`config.mk`:
```
export PLATFORM = sky130hd
export DESIGN_NAME = albk_ctrl
export DESIGN_NICKNAME = d
export VERILOG_FILES = /design/src/design/albk_pkg.sv /design/src/design/albk_route.sv /design/src/design/albk_ctrl.sv
export VERILOG_INCLUDE_DIRS = /design/src /design/src/design
export SDC_FILE = /design/constraint.sdc
export NUM_CORES = 1
export LEC_CHECK = 0
export BUFFER_PORTS_ARGS = -buffer_cell sky130_fd_sc_hd__buf_2
export CORE_MARGIN = 4
export CORE_UTILIZATION = 41
export CTS_BUF_LIST = sky130_fd_sc_hd__clkbuf_2
export CTS_CLUSTER_DIAMETER = 120
export DETAILED_ROUTE_END_ITERATION = 12
export PLACE_DENSITY = 0.82
export SLEW_MARGIN = 20
export SYNTH_ARGS = -nofsm -noshare
export SYNTH_HDL_FRONTEND = slang
export SYNTH_SLANG_ARGS = --single-unit
export TNS_END_PERCENT = 20
```
`constraint.sdc`:
```
create_clock -name clk -period 1.4 [get_ports clk]
set_input_delay 0.14 -clock clk [delete_from_list [all_inputs] [get_ports clk]]
set_output_delay 0.14 -clock clk [all_outputs]
set_load 0.005 [all_outputs]
```
`src/design/albk_defines.svh`:
```
// Register offsets, field positions and reset values for loopback/encoded tx
`ifndef ALBK_DEFINES_SVH
`define ALBK_DEFINES_SVH

`define ALBK_ADDR_W 8
`define ALBK_OFF_LOOPBACK 8'h4C
`define ALBK_OFF_ENCODED 8'h50
`define ALBK_OFF_GLOBAL 8'h44

`define ALBK_LB_EN_BIT 0
`define ALBK_LB_ORD_BIT 1
`define ALBK_LB_GEN_LO 2
`define ALBK_LB_GEN_HI 3
`define ALBK_ET_EN_BIT 0
`define ALBK_ET_VA_BIT 2
`define ALBK_ET_VB_BIT 3

`define ALBK_GL_CLKRST_BIT 0
`define ALBK_GL_HCLKRST_BIT 1
`define ALBK_GL_SRCLR_BIT 2
`define ALBK_GL_SMRST_BIT 3

`define ALBK_GEN_NONE 2'h0
`define ALBK_GEN_TX 2'h1
`define ALBK_NSER 16
`define ALBK_ZERO32 32'h00000000

`endif

```
`src/design/albk_pkg.sv`:
```
// Types shared by the loopback and encoded transmit control block
package albk_pkg;

    // Clock and frame sync source seen by the receive section
    typedef enum logic [1:0] {
        ALBK_SRC_OWN,
        ALBK_SRC_TX
    } albk_src_t;

    // Transmitter operating mode
    typedef enum logic [1:0] {
        ALBK_MODE_TDM,
        ALBK_MODE_ENCODED
    } albk_mode_t;

    // Transmit state machine phase behind the state machine reset output
    typedef enum logic [1:0] {
        ALBK_TX_HELD,
        ALBK_TX_RUN
    } albk_txst_t;

endpackage : albk_pkg

```
`src/design/albk_route.sv`:
```
// Loopback crossbar that steers transmit data into paired receivers
`timescale 1ns/10ps
`default_nettype none
`include "albk_defines.svh"

module albk_route (
    input wire logic clk,
    input wire logic rst,
    input wire logic loop_on,
    input wire logic pair_order,
    input wire logic [`ALBK_NSER-1:0] tx_bits,
    input wire logic [`ALBK_NSER-1:0] pin_bits,
    output logic [`ALBK_NSER-1:0] rx_bits
);

    // One pair of serializers per loop, a single direction chosen by order
    genvar p;
    generate
        for (p = 0; p < `ALBK_NSER / 2; p = p + 1) begin : g_pair
            // Registered so the receiver sees a clean sample each cycle
            always_ff @(posedge clk) begin
                if (rst) begin
                    rx_bits[2*p] <= 1'b0;
                    rx_bits[2*p+1] <= 1'b0;
                end else if (!loop_on) begin
                    rx_bits[2*p] <= pin_bits[2*p];
                    rx_bits[2*p+1] <= pin_bits[2*p+1];
                end else if (!pair_order) begin
                    rx_bits[2*p] <= tx_bits[2*p+1];
                    rx_bits[2*p+1] <= pin_bits[2*p+1];
                end else begin
                    rx_bits[2*p] <= pin_bits[2*p];
                    rx_bits[2*p+1] <= tx_bits[2*p];
                end
            end
        end
    endgenerate

endmodule : albk_route
`default_nettype wire

```
`src/design/albk_ctrl.sv`:
```
// Loopback and encoded transmit control registers with routing
`timescale 1ns/10ps
`default_nettype none
`include "albk_defines.svh"

// Functional notes
// - Loopback routes tx serializers into receivers
// - Bit 0 enables loopback
// - Generator field only counts with loopback
// - Mode 01 shares transmit clock generators
// - Order 0: odd feeds even
// - Order 1: even feeds odd
// - Unused bits read zero, ignore writes
// - Right subframe valid flag from bit 3
// - Left subframe valid flag from bit 2
// - Enable 0 gives TDM or burst
// - Enable 1 gives biphase encoded mode
// - Dividers need not be in reset
// - State machine reset active at 0
module albk_ctrl (
    input wire logic clk,
    input wire logic rst,
    input wire logic [`ALBK_ADDR_W-1:0] reg_addr,
    input wire logic [31:0] reg_wdata,
    input wire logic reg_wr,
    input wire logic reg_rd,
    input wire logic slot_odd,
    input wire logic [`ALBK_NSER-1:0] tx_bits,
    input wire logic [`ALBK_NSER-1:0] pin_bits,
    output logic [31:0] reg_rdata,
    output logic [`ALBK_NSER-1:0] rx_bits,
    output logic rx_use_tx_clocks,
    output logic encoded_transmit_mode,
    output logic subframe_valid_flag,
    output logic tx_state_machine_reset,
    output logic tx_serializer_clear,
    output logic tx_clock_divider_reset,
    output logic tx_high_freq_divider_reset
);

    // Loopback control fields
    logic loopback_enable;
    logic loopback_pair_order;
    logic [1:0] loopback_gen;
    // Encoded transmit control fields
    logic encoded_transmit_enable;
    logic left_subframe_valid_flag;
    logic right_subframe_valid_flag;
    // Transmit side of the global control word, all low after reset
    logic [3:0] global_control;
    // Phase of the transmit state machine
    albk_pkg::albk_txst_t tx_phase;
    // Decoded writes
    logic wr_loop;
    logic wr_enc;
    logic wr_glob;
    // Loop active whenever the enable bit is set
    logic loop_live;

    assign wr_loop = reg_wr && (reg_addr == `ALBK_OFF_LOOPBACK);
    assign wr_enc = reg_wr && (reg_addr == `ALBK_OFF_ENCODED);
    assign wr_glob = reg_wr && (reg_addr == `ALBK_OFF_GLOBAL);
    // Generator value does not affect routing, enable alone decides
    assign loop_live = loopback_enable;

    // Loopback register, only bits 3-0 are stored
    always_ff @(posedge clk) begin
        if (rst) begin
            loopback_enable <= 1'b0;
            loopback_pair_order <= 1'b0;
            loopback_gen <= `ALBK_GEN_NONE;
        end else if (wr_loop) begin
            loopback_enable <= reg_wdata[`ALBK_LB_EN_BIT];
            loopback_pair_order <= reg_wdata[`ALBK_LB_ORD_BIT];
            loopback_gen <=
                reg_wdata[`ALBK_LB_GEN_HI:`ALBK_LB_GEN_LO];
        end
    end

    // Transmit global bits; divider resets live here too
    always_ff @(posedge clk) begin
        if (rst) begin
            global_control <= 4'h0;
        end else if (wr_glob) begin
            global_control <= reg_wdata[3:0];
        end
    end

    // State machine phase follows its reset bit, low holds it
    always_ff @(posedge clk) begin
        if (rst) begin
            tx_phase <= albk_pkg::ALBK_TX_HELD;
        end else begin
            case (global_control[`ALBK_GL_SMRST_BIT])
                1'b0: tx_phase <= albk_pkg::ALBK_TX_HELD;
                1'b1: tx_phase <= albk_pkg::ALBK_TX_RUN;
                default: tx_phase <= albk_pkg::ALBK_TX_HELD;
            endcase
        end
    end

    // Encoded register; enable taken regardless of divider resets
    // and of the state machine reset, which does not gate a mode change
    always_ff @(posedge clk) begin
        if (rst) begin
            encoded_transmit_enable <= 1'b0;
            left_subframe_valid_flag <= 1'b0;
            right_subframe_valid_flag <= 1'b0;
        end else if (wr_enc) begin
            encoded_transmit_enable <= reg_wdata[`ALBK_ET_EN_BIT];
            left_subframe_valid_flag <= reg_wdata[`ALBK_ET_VA_BIT];
            right_subframe_valid_flag <= reg_wdata[`ALBK_ET_VB_BIT];
        end
    end

    // Mode output; a write while running still shows, software's duty
    always_ff @(posedge clk) begin
        if (rst) begin
            encoded_transmit_mode <= 1'b0;
        end else begin
            encoded_transmit_mode <= encoded_transmit_enable;
        end
    end

    // Valid flag per subframe: odd slot right, even slot left
    always_ff @(posedge clk) begin
        if (rst) begin
            subframe_valid_flag <= 1'b0;
        end else if (slot_odd) begin
            subframe_valid_flag <= right_subframe_valid_flag;
        end else begin
            subframe_valid_flag <= left_subframe_valid_flag;
        end
    end

    // Receive clock source: generator field counts only in loopback
    always_ff @(posedge clk) begin
        if (rst) begin
            rx_use_tx_clocks <= 1'b0;
        end else begin
            rx_use_tx_clocks <= loopback_enable
                && (loopback_gen == `ALBK_GEN_TX);
        end
    end

    // Global reset controls driven out registered
    always_ff @(posedge clk) begin
        if (rst) begin
            tx_state_machine_reset <= 1'b0;
            tx_serializer_clear <= 1'b0;
            tx_clock_divider_reset <= 1'b0;
            tx_high_freq_divider_reset <= 1'b0;
        end else begin
            tx_state_machine_reset <=
                (tx_phase == albk_pkg::ALBK_TX_RUN);
            tx_serializer_clear <= global_control[`ALBK_GL_SRCLR_BIT];
            tx_clock_divider_reset <= global_control[`ALBK_GL_CLKRST_BIT];
            tx_high_freq_divider_reset <=
                global_control[`ALBK_GL_HCLKRST_BIT];
        end
    end

    // Read data one cycle after the strobe, unmapped reads zero
    always_ff @(posedge clk) begin
        if (rst) begin
            reg_rdata <= `ALBK_ZERO32;
        end else if (reg_rd) begin
            case (reg_addr)
                `ALBK_OFF_LOOPBACK: reg_rdata <= {28'h0000000,
                    loopback_gen, loopback_pair_order,
                    loopback_enable};
                `ALBK_OFF_ENCODED: reg_rdata <= {28'h0000000,
                    right_subframe_valid_flag, left_subframe_valid_flag,
                    1'b0, encoded_transmit_enable};
                `ALBK_OFF_GLOBAL: reg_rdata <= {28'h0000000,
                    global_control};
                default: reg_rdata <= `ALBK_ZERO32;
            endcase
        end else begin
            reg_rdata <= `ALBK_ZERO32;
        end
    end

    // Serializer pairing in loopback
    albk_route u_route (
        .clk(clk),
        .rst(rst),
        .loop_on(loop_live),
        .pair_order(loopback_pair_order),
        .tx_bits(tx_bits),
        .pin_bits(pin_bits),
        .rx_bits(rx_bits)
    );

endmodule : albk_ctrl
`default_nettype wire

```
# [Word-level counts from Yosys, hierarchy flattened]
# Index checks and enable logic that the tools add are counted.
[op_classes] addsub=0 multipliers=0 div_mod_pow=0 n_lt_le_gt_ge=0 n_eq_ne=5 shift=0 mux=19 bitwise_logic=2 reduce_logical=5
[ops] cell="two-way mux 2 bit" n=16
[ops] cell="== test 8 x 7 -> 1 bit (second input constant)" n=3
[ops] cell="case mux 4 bit (3 select lines)" n=1
[ops] cell="== test 2 x 1 -> 1 bit (second input constant)" n=2
[ops] cell="logical AND 1 bit" n=4
[ops] cell="case mux 2 bit (2 select lines)" n=1
[ops] cell="NOT 1 bit" n=2
[ops] cell="OR reduction 2 bit" n=1
[ops] cell="two-way mux 1 bit" n=1
[totals] reg_bits=68 latch_bits=0 ramBits=0 rom_bits=0 output_inout_bits=55 wordCells=55 memories=0

# [Longest topological paths before layout]
[depth] word_depth=2 depth_mapped=4 ltp_nobuf=3

# [Modules after synthesis]
# Synthesis repeated with hierarchy kept, for this count alone.
[unflattened] cells_unflattened=184 area_unflattened_um2=1845.5
[by_module_without_submodules] module="albk_ctrl" instances=1 cells_each=113 area_each_um2=1094.8 seq_area_each_um2=460.4
[by_module_without_submodules] module="albk_route" instances=1 cells_each=71 area_each_um2=750.7 seq_area_each_um2=320.3

# [Least setup slack after synthesis]
# Ideal clock, no wire load.
[synth_path] path_kind="register -> register" from="reg loopback_enable, in the netlist loop_live" to="reg u_route.rx_bits[9]" setup_time_ns=0.132 arrival_time_ns=0.934 t_required_ns=1.268 path_slack_ns=0.333 path_stages_with_launch=5 path_cell_list="dfxtp_1 clkbuf_1 nand2_1 nand2_1 a21oi_1"
[synth_between] elab_chain_cells=1
[synth_lines] element="from (decl)" line="albk_ctrl.sv:42" rtl="logic loopback_enable;"
[synth_lines] element="from (signal assigned)" line="albk_ctrl.sv:73" rtl="loopback_enable <= reg_wdata[`ALBK_LB_EN_BIT];"
[synth_lines] element="two-way mux 2 bit" line="albk_route.sv:25" rtl="end else if (!loop_on) begin"
[synth_lines] element="to (signal, indexed assignment)" line="albk_route.sv:26" rtl="rx_bits[2*p] <= pin_bits[2*p];"
[synth_lines] element="to (signal, indexed assignment)" line="albk_route.sv:27" rtl="rx_bits[2*p+1] <= pin_bits[2*p+1];"
[synth_lines] element="to (signal, indexed assignment)" line="albk_route.sv:29" rtl="rx_bits[2*p] <= tx_bits[2*p+1];"
[synth_lines] element="to (decl)" line="albk_route.sv:13" rtl="output logic [`ALBK_NSER-1:0] rx_bits"
# Every way passes these cells.
# A chain may end at the register's enable or synchronous reset.

# [Worst setup path in the final report]
[layout_path] from="reg loopback_pair_order" to="reg u_route.rx_bits[0]"
[layout_between] elab_chain_cells=2
[layout_lines] element="from (decl)" line="albk_ctrl.sv:43" rtl="logic loopback_pair_order;"
[layout_lines] element="from (signal assigned)" line="albk_ctrl.sv:74" rtl="loopback_pair_order <= reg_wdata[`ALBK_LB_ORD_BIT];"
[layout_lines] element="two-way mux 2 bit" line="albk_route.sv:28" rtl="end else if (!pair_order) begin"
[layout_lines] element="two-way mux 2 bit" line="albk_route.sv:25"
# Every way passes these cells.

==> impl_metrics.py <==
metrics = {
    "outcome": {
        "status": "completed",
    },
    "worst_setup_path": {
        "crit_arrival_ns": 1.58,
        "endpoint_kind": "flip-flop",
        "worstReg2RegStart": "loopback_pair_order$_SDFFE_PP0P_",
        "startpoint": "loopback_pair_order$_SDFFE_PP0P_",
        "cp_data_required_time_ns": 1.70,
        "cp_max_fo": 8,
        "critPathKind": "reg -> reg",
        "critPathLaunchType": "flip-flop",
    },
    "timing": {
        "finalClockSkew_ns": 0.0210,
        "worst_slew_pin_slew_ns": 0.536,
        "fmax_mhz": 785,
        "relSlewSlack_pct": 64.3,
        "fin_crit_sh_pct": 90.9,
        "min_period_ns": 1.27,
        "slew_violations": 0,
        "setup_viol": 0,
        "tns_ns": 0,
        "grt_setup_unrepaired": "false",
        "hold_viol_final": 0,
    },
    "finish": {
        "layout_commonest_cell": "buf_2",
        "multiInputGateArea_sq_um": 772,
        "drive_above_1_share_pct": 30.9,
        "nets": 367,
        "fillers": 320,
        "area_delta_synth_final_pct": 43.0,
        "insertedDiodeCount": 0,
        "design_area_sq_mm": 0.00246,
        "final-seq-area_sq_um": 781,
        "mostFrequentLayoutCells": "buf_2, dfxtp_1, dlygate4sd3_1, conb_1, mux2i_1",
    },
    "worst_hold_path": {
        "hold_path.class": "in -> reg",
        "hold_start": "reg_wdata[3]",
    },
    "synthesis": {
        "yosys_warnings": 0,
        "syn_avg_cell_area_sq_um": 9.56,
        "ys.flop_type": "dfxtp_1",
        "ys_ff_latch": 39,
        "synth-edff-count": 0,
        "synth-compound-area-share_pct": 4.65,
        "synth_xor_area_share_pct": 0,
        "synth_mux_area_share_pct": 12.2,
        "synth_area_sq_mm": 0.00172,
        "synth_fa_ha_area_share_pct": 0,
        "yosys.area_share.simple_pct": 21.9,
        "ys_types": 25,
        "syn_inst": 180,
        "async_flop_share_pct": 0,
        "synth_top_family_by_area": "simple AND/OR/NAND/NOR gates",
        "ys_seq_area_share_pct": 45.3,
    },
    "global_routing": {
        "grt_overflow": 0,
        "grt_max_degree": 34,
        "grt.total_usage_pct": 19.3,
        "grt_pass1_wl_mm": 7.78,
        "first_global_vias": 1659,
        "antenna_found_initial": 0,
    },
    "clock_tree": {
        "h-tree-depth": 2,
        "cts_tree": "built",
        "post_cts_buffers": 0,
        "clock_latency_ns": 0.42,
        "cts.sinks": 39,
        "clk_path_buf_depth": 2,
        "path_clk_slew_ns": 0.19,
        "clockRootBuffer": "clkbuf_2",
        "numCtsBuffers": 5,
        "cts_resized": 0,
    },
    "die": {
        "std_cell_rows": 23,
        "die_w_um": 72.8,
        "die_h_um": 72.8,
        "start_util_pct": 42.7,
        "die_area_sq_mm": 0.00530,
        "pin_count": 132,
        "core_sq_mm": 0.00403,
    },
    "detailed_routing": {
        "routedWlPerCell_um": 15.1,
        "totalWireLength_mm": 5.15,
        "via_count": 1591,
        "drc_errors": 0,
        "ant_nets": 0,
        "drt-initial-drc-count": 140,
        "drtPass1Iterations": 4,
        "viasPerCell": 4.67,
    },
    "placement": {
        "dp_hpwl_mm": 2.94,
        "gp_congestion": 0.792,
        "port_buffers": 75,
        "place_area_sq_mm": 0.00203,
    },
    "power": {
        "peakVddDrop_uv": 495,
        "power.leakage_nw": 1.31,
        "power_density_mw_per_mm2": 929,
    },
    "flow_run": {
        "cap_violations": 0,
    },
}
[routing by layer]
layer	vias up	GRT usage, %	wire length, um
li1	759	-	-
met1	723	19.0	1870
met2	90	35.4	2610
met3	19	6.61	490
met4	0	9.84	182
met5	-	0	0
[cell families (layout without fill, tap and decap cells)]
kind of cell    after synthesis  in the layout
compound gates               14             14
buf+inv                      41            125
flops                        39             39
mux                          21             21
other cells                   1             28
simple gates                 64             64
[worst max-delay path, cell delays in order, from the launching register on]
cell,delay [ns]
dfxtp_1,0.38
nand2b_1,0.45
mux2i_1,0.27
nor2_1,0.07
[path summary, 6_finish.rpt]
path / endpoint / slack (ns) / cells after the start
max: u_route.rx_bits[0]$_SDFF_PP0_ / 0.13 / 3
min: loopback_gen[1]$_SDFFE_PP0P_ / 0.03 / 3
max reg2reg: u_route.rx_bits[0]$_SDFF_PP0_ / 0.13 / 3
min reg2reg: tx_state_machine_reset$_SDFF_PP0_ / 0.48 / 1
[where the power goes]
| group | total (mW) | leakage, nW | internal [mW] | switching, mW |
|---|---|---|---|---|
| sequential | 1.14 | 0.319 | 1.14 | 0.00688 |
| combinational | 0.282 | 0.935 | 0.158 | 0.124 |
| clock | 0.862 | 0.0532 | 0.489 | 0.373 |
[cell type report]
class | count | share of cell area (%)
Inverter | 5 | 0.762
Sequential cell | 39 | 31.7
Timing Repair Buffer | 112 | 30.0
Clock buffer | 6 | 1.22
Tap cell | 50 | 2.54
Multi-Input combinational cell | 127 | 31.4
Clock inverter | 2 | 2.44
[registers in the layout, summed over array words and instances, names as in the netlist]
| register | flops |
|---|---|
| u_route.rx_bits | 16 |
| global_control | 4 |
| reg_rdata | 4 |
| loopback_gen | 2 |
| encoded_transmit_enable | 1 |
| encoded_transmit_mode | 1 |
| left_subframe_valid_flag | 1 |
| loop_live | 1 |
| loopback_pair_order | 1 |
| right_subframe_valid_flag | 1 |
| rx_use_tx_clocks | 1 |
| subframe_valid_flag | 1 |
| tx_clock_divider_reset | 1 |
| tx_high_freq_divider_reset | 1 |
| tx_phase | 1 |
| tx_serializer_clear | 1 |
| tx_state_machine_reset | 1 |
[cell usage after synthesis (all sizes together) (2+ instances only)]
master | count | area share, %
nand3b | 6 | 2.6
nor3b | 3 | 1.6
mux2i | 21 | 12
nand2b | 16 | 5.8
nor2 | 11 | 2.4
clkbuf | 3 | 0.65
a21oi | 10 | 2.9
inv | 5 | 1.1
nand3 | 13 | 3.8
nor2b | 2 | 1.2
a21o | 3 | 1.3
buf | 33 | 14
dfxtp | 39 | 45
nand2 | 9 | 2.0
[repair_timing]
item,CTS,global route
endpoints found under the hold margin,19,0
hold buffers,34,0
endpoints found under the setup margin,0,0
[through the flow]
stage	instances	util, %	worst slack (ns)	total power [mW]	hold slack, ns
global placement	299	50.4	0.186	1.35	0.377
CTS	341	61.1	0.154	2.28	0.0181
detailed placement	299	50.4	0.148	1.36	0.384
finish	341	61.1	0.127	2.29	0.0314
floorplan	207	-	0.333	1.31	0.280
global route	341	61.1	0.0541	2.37	0.0423
(Power assumes the default switching activity.)
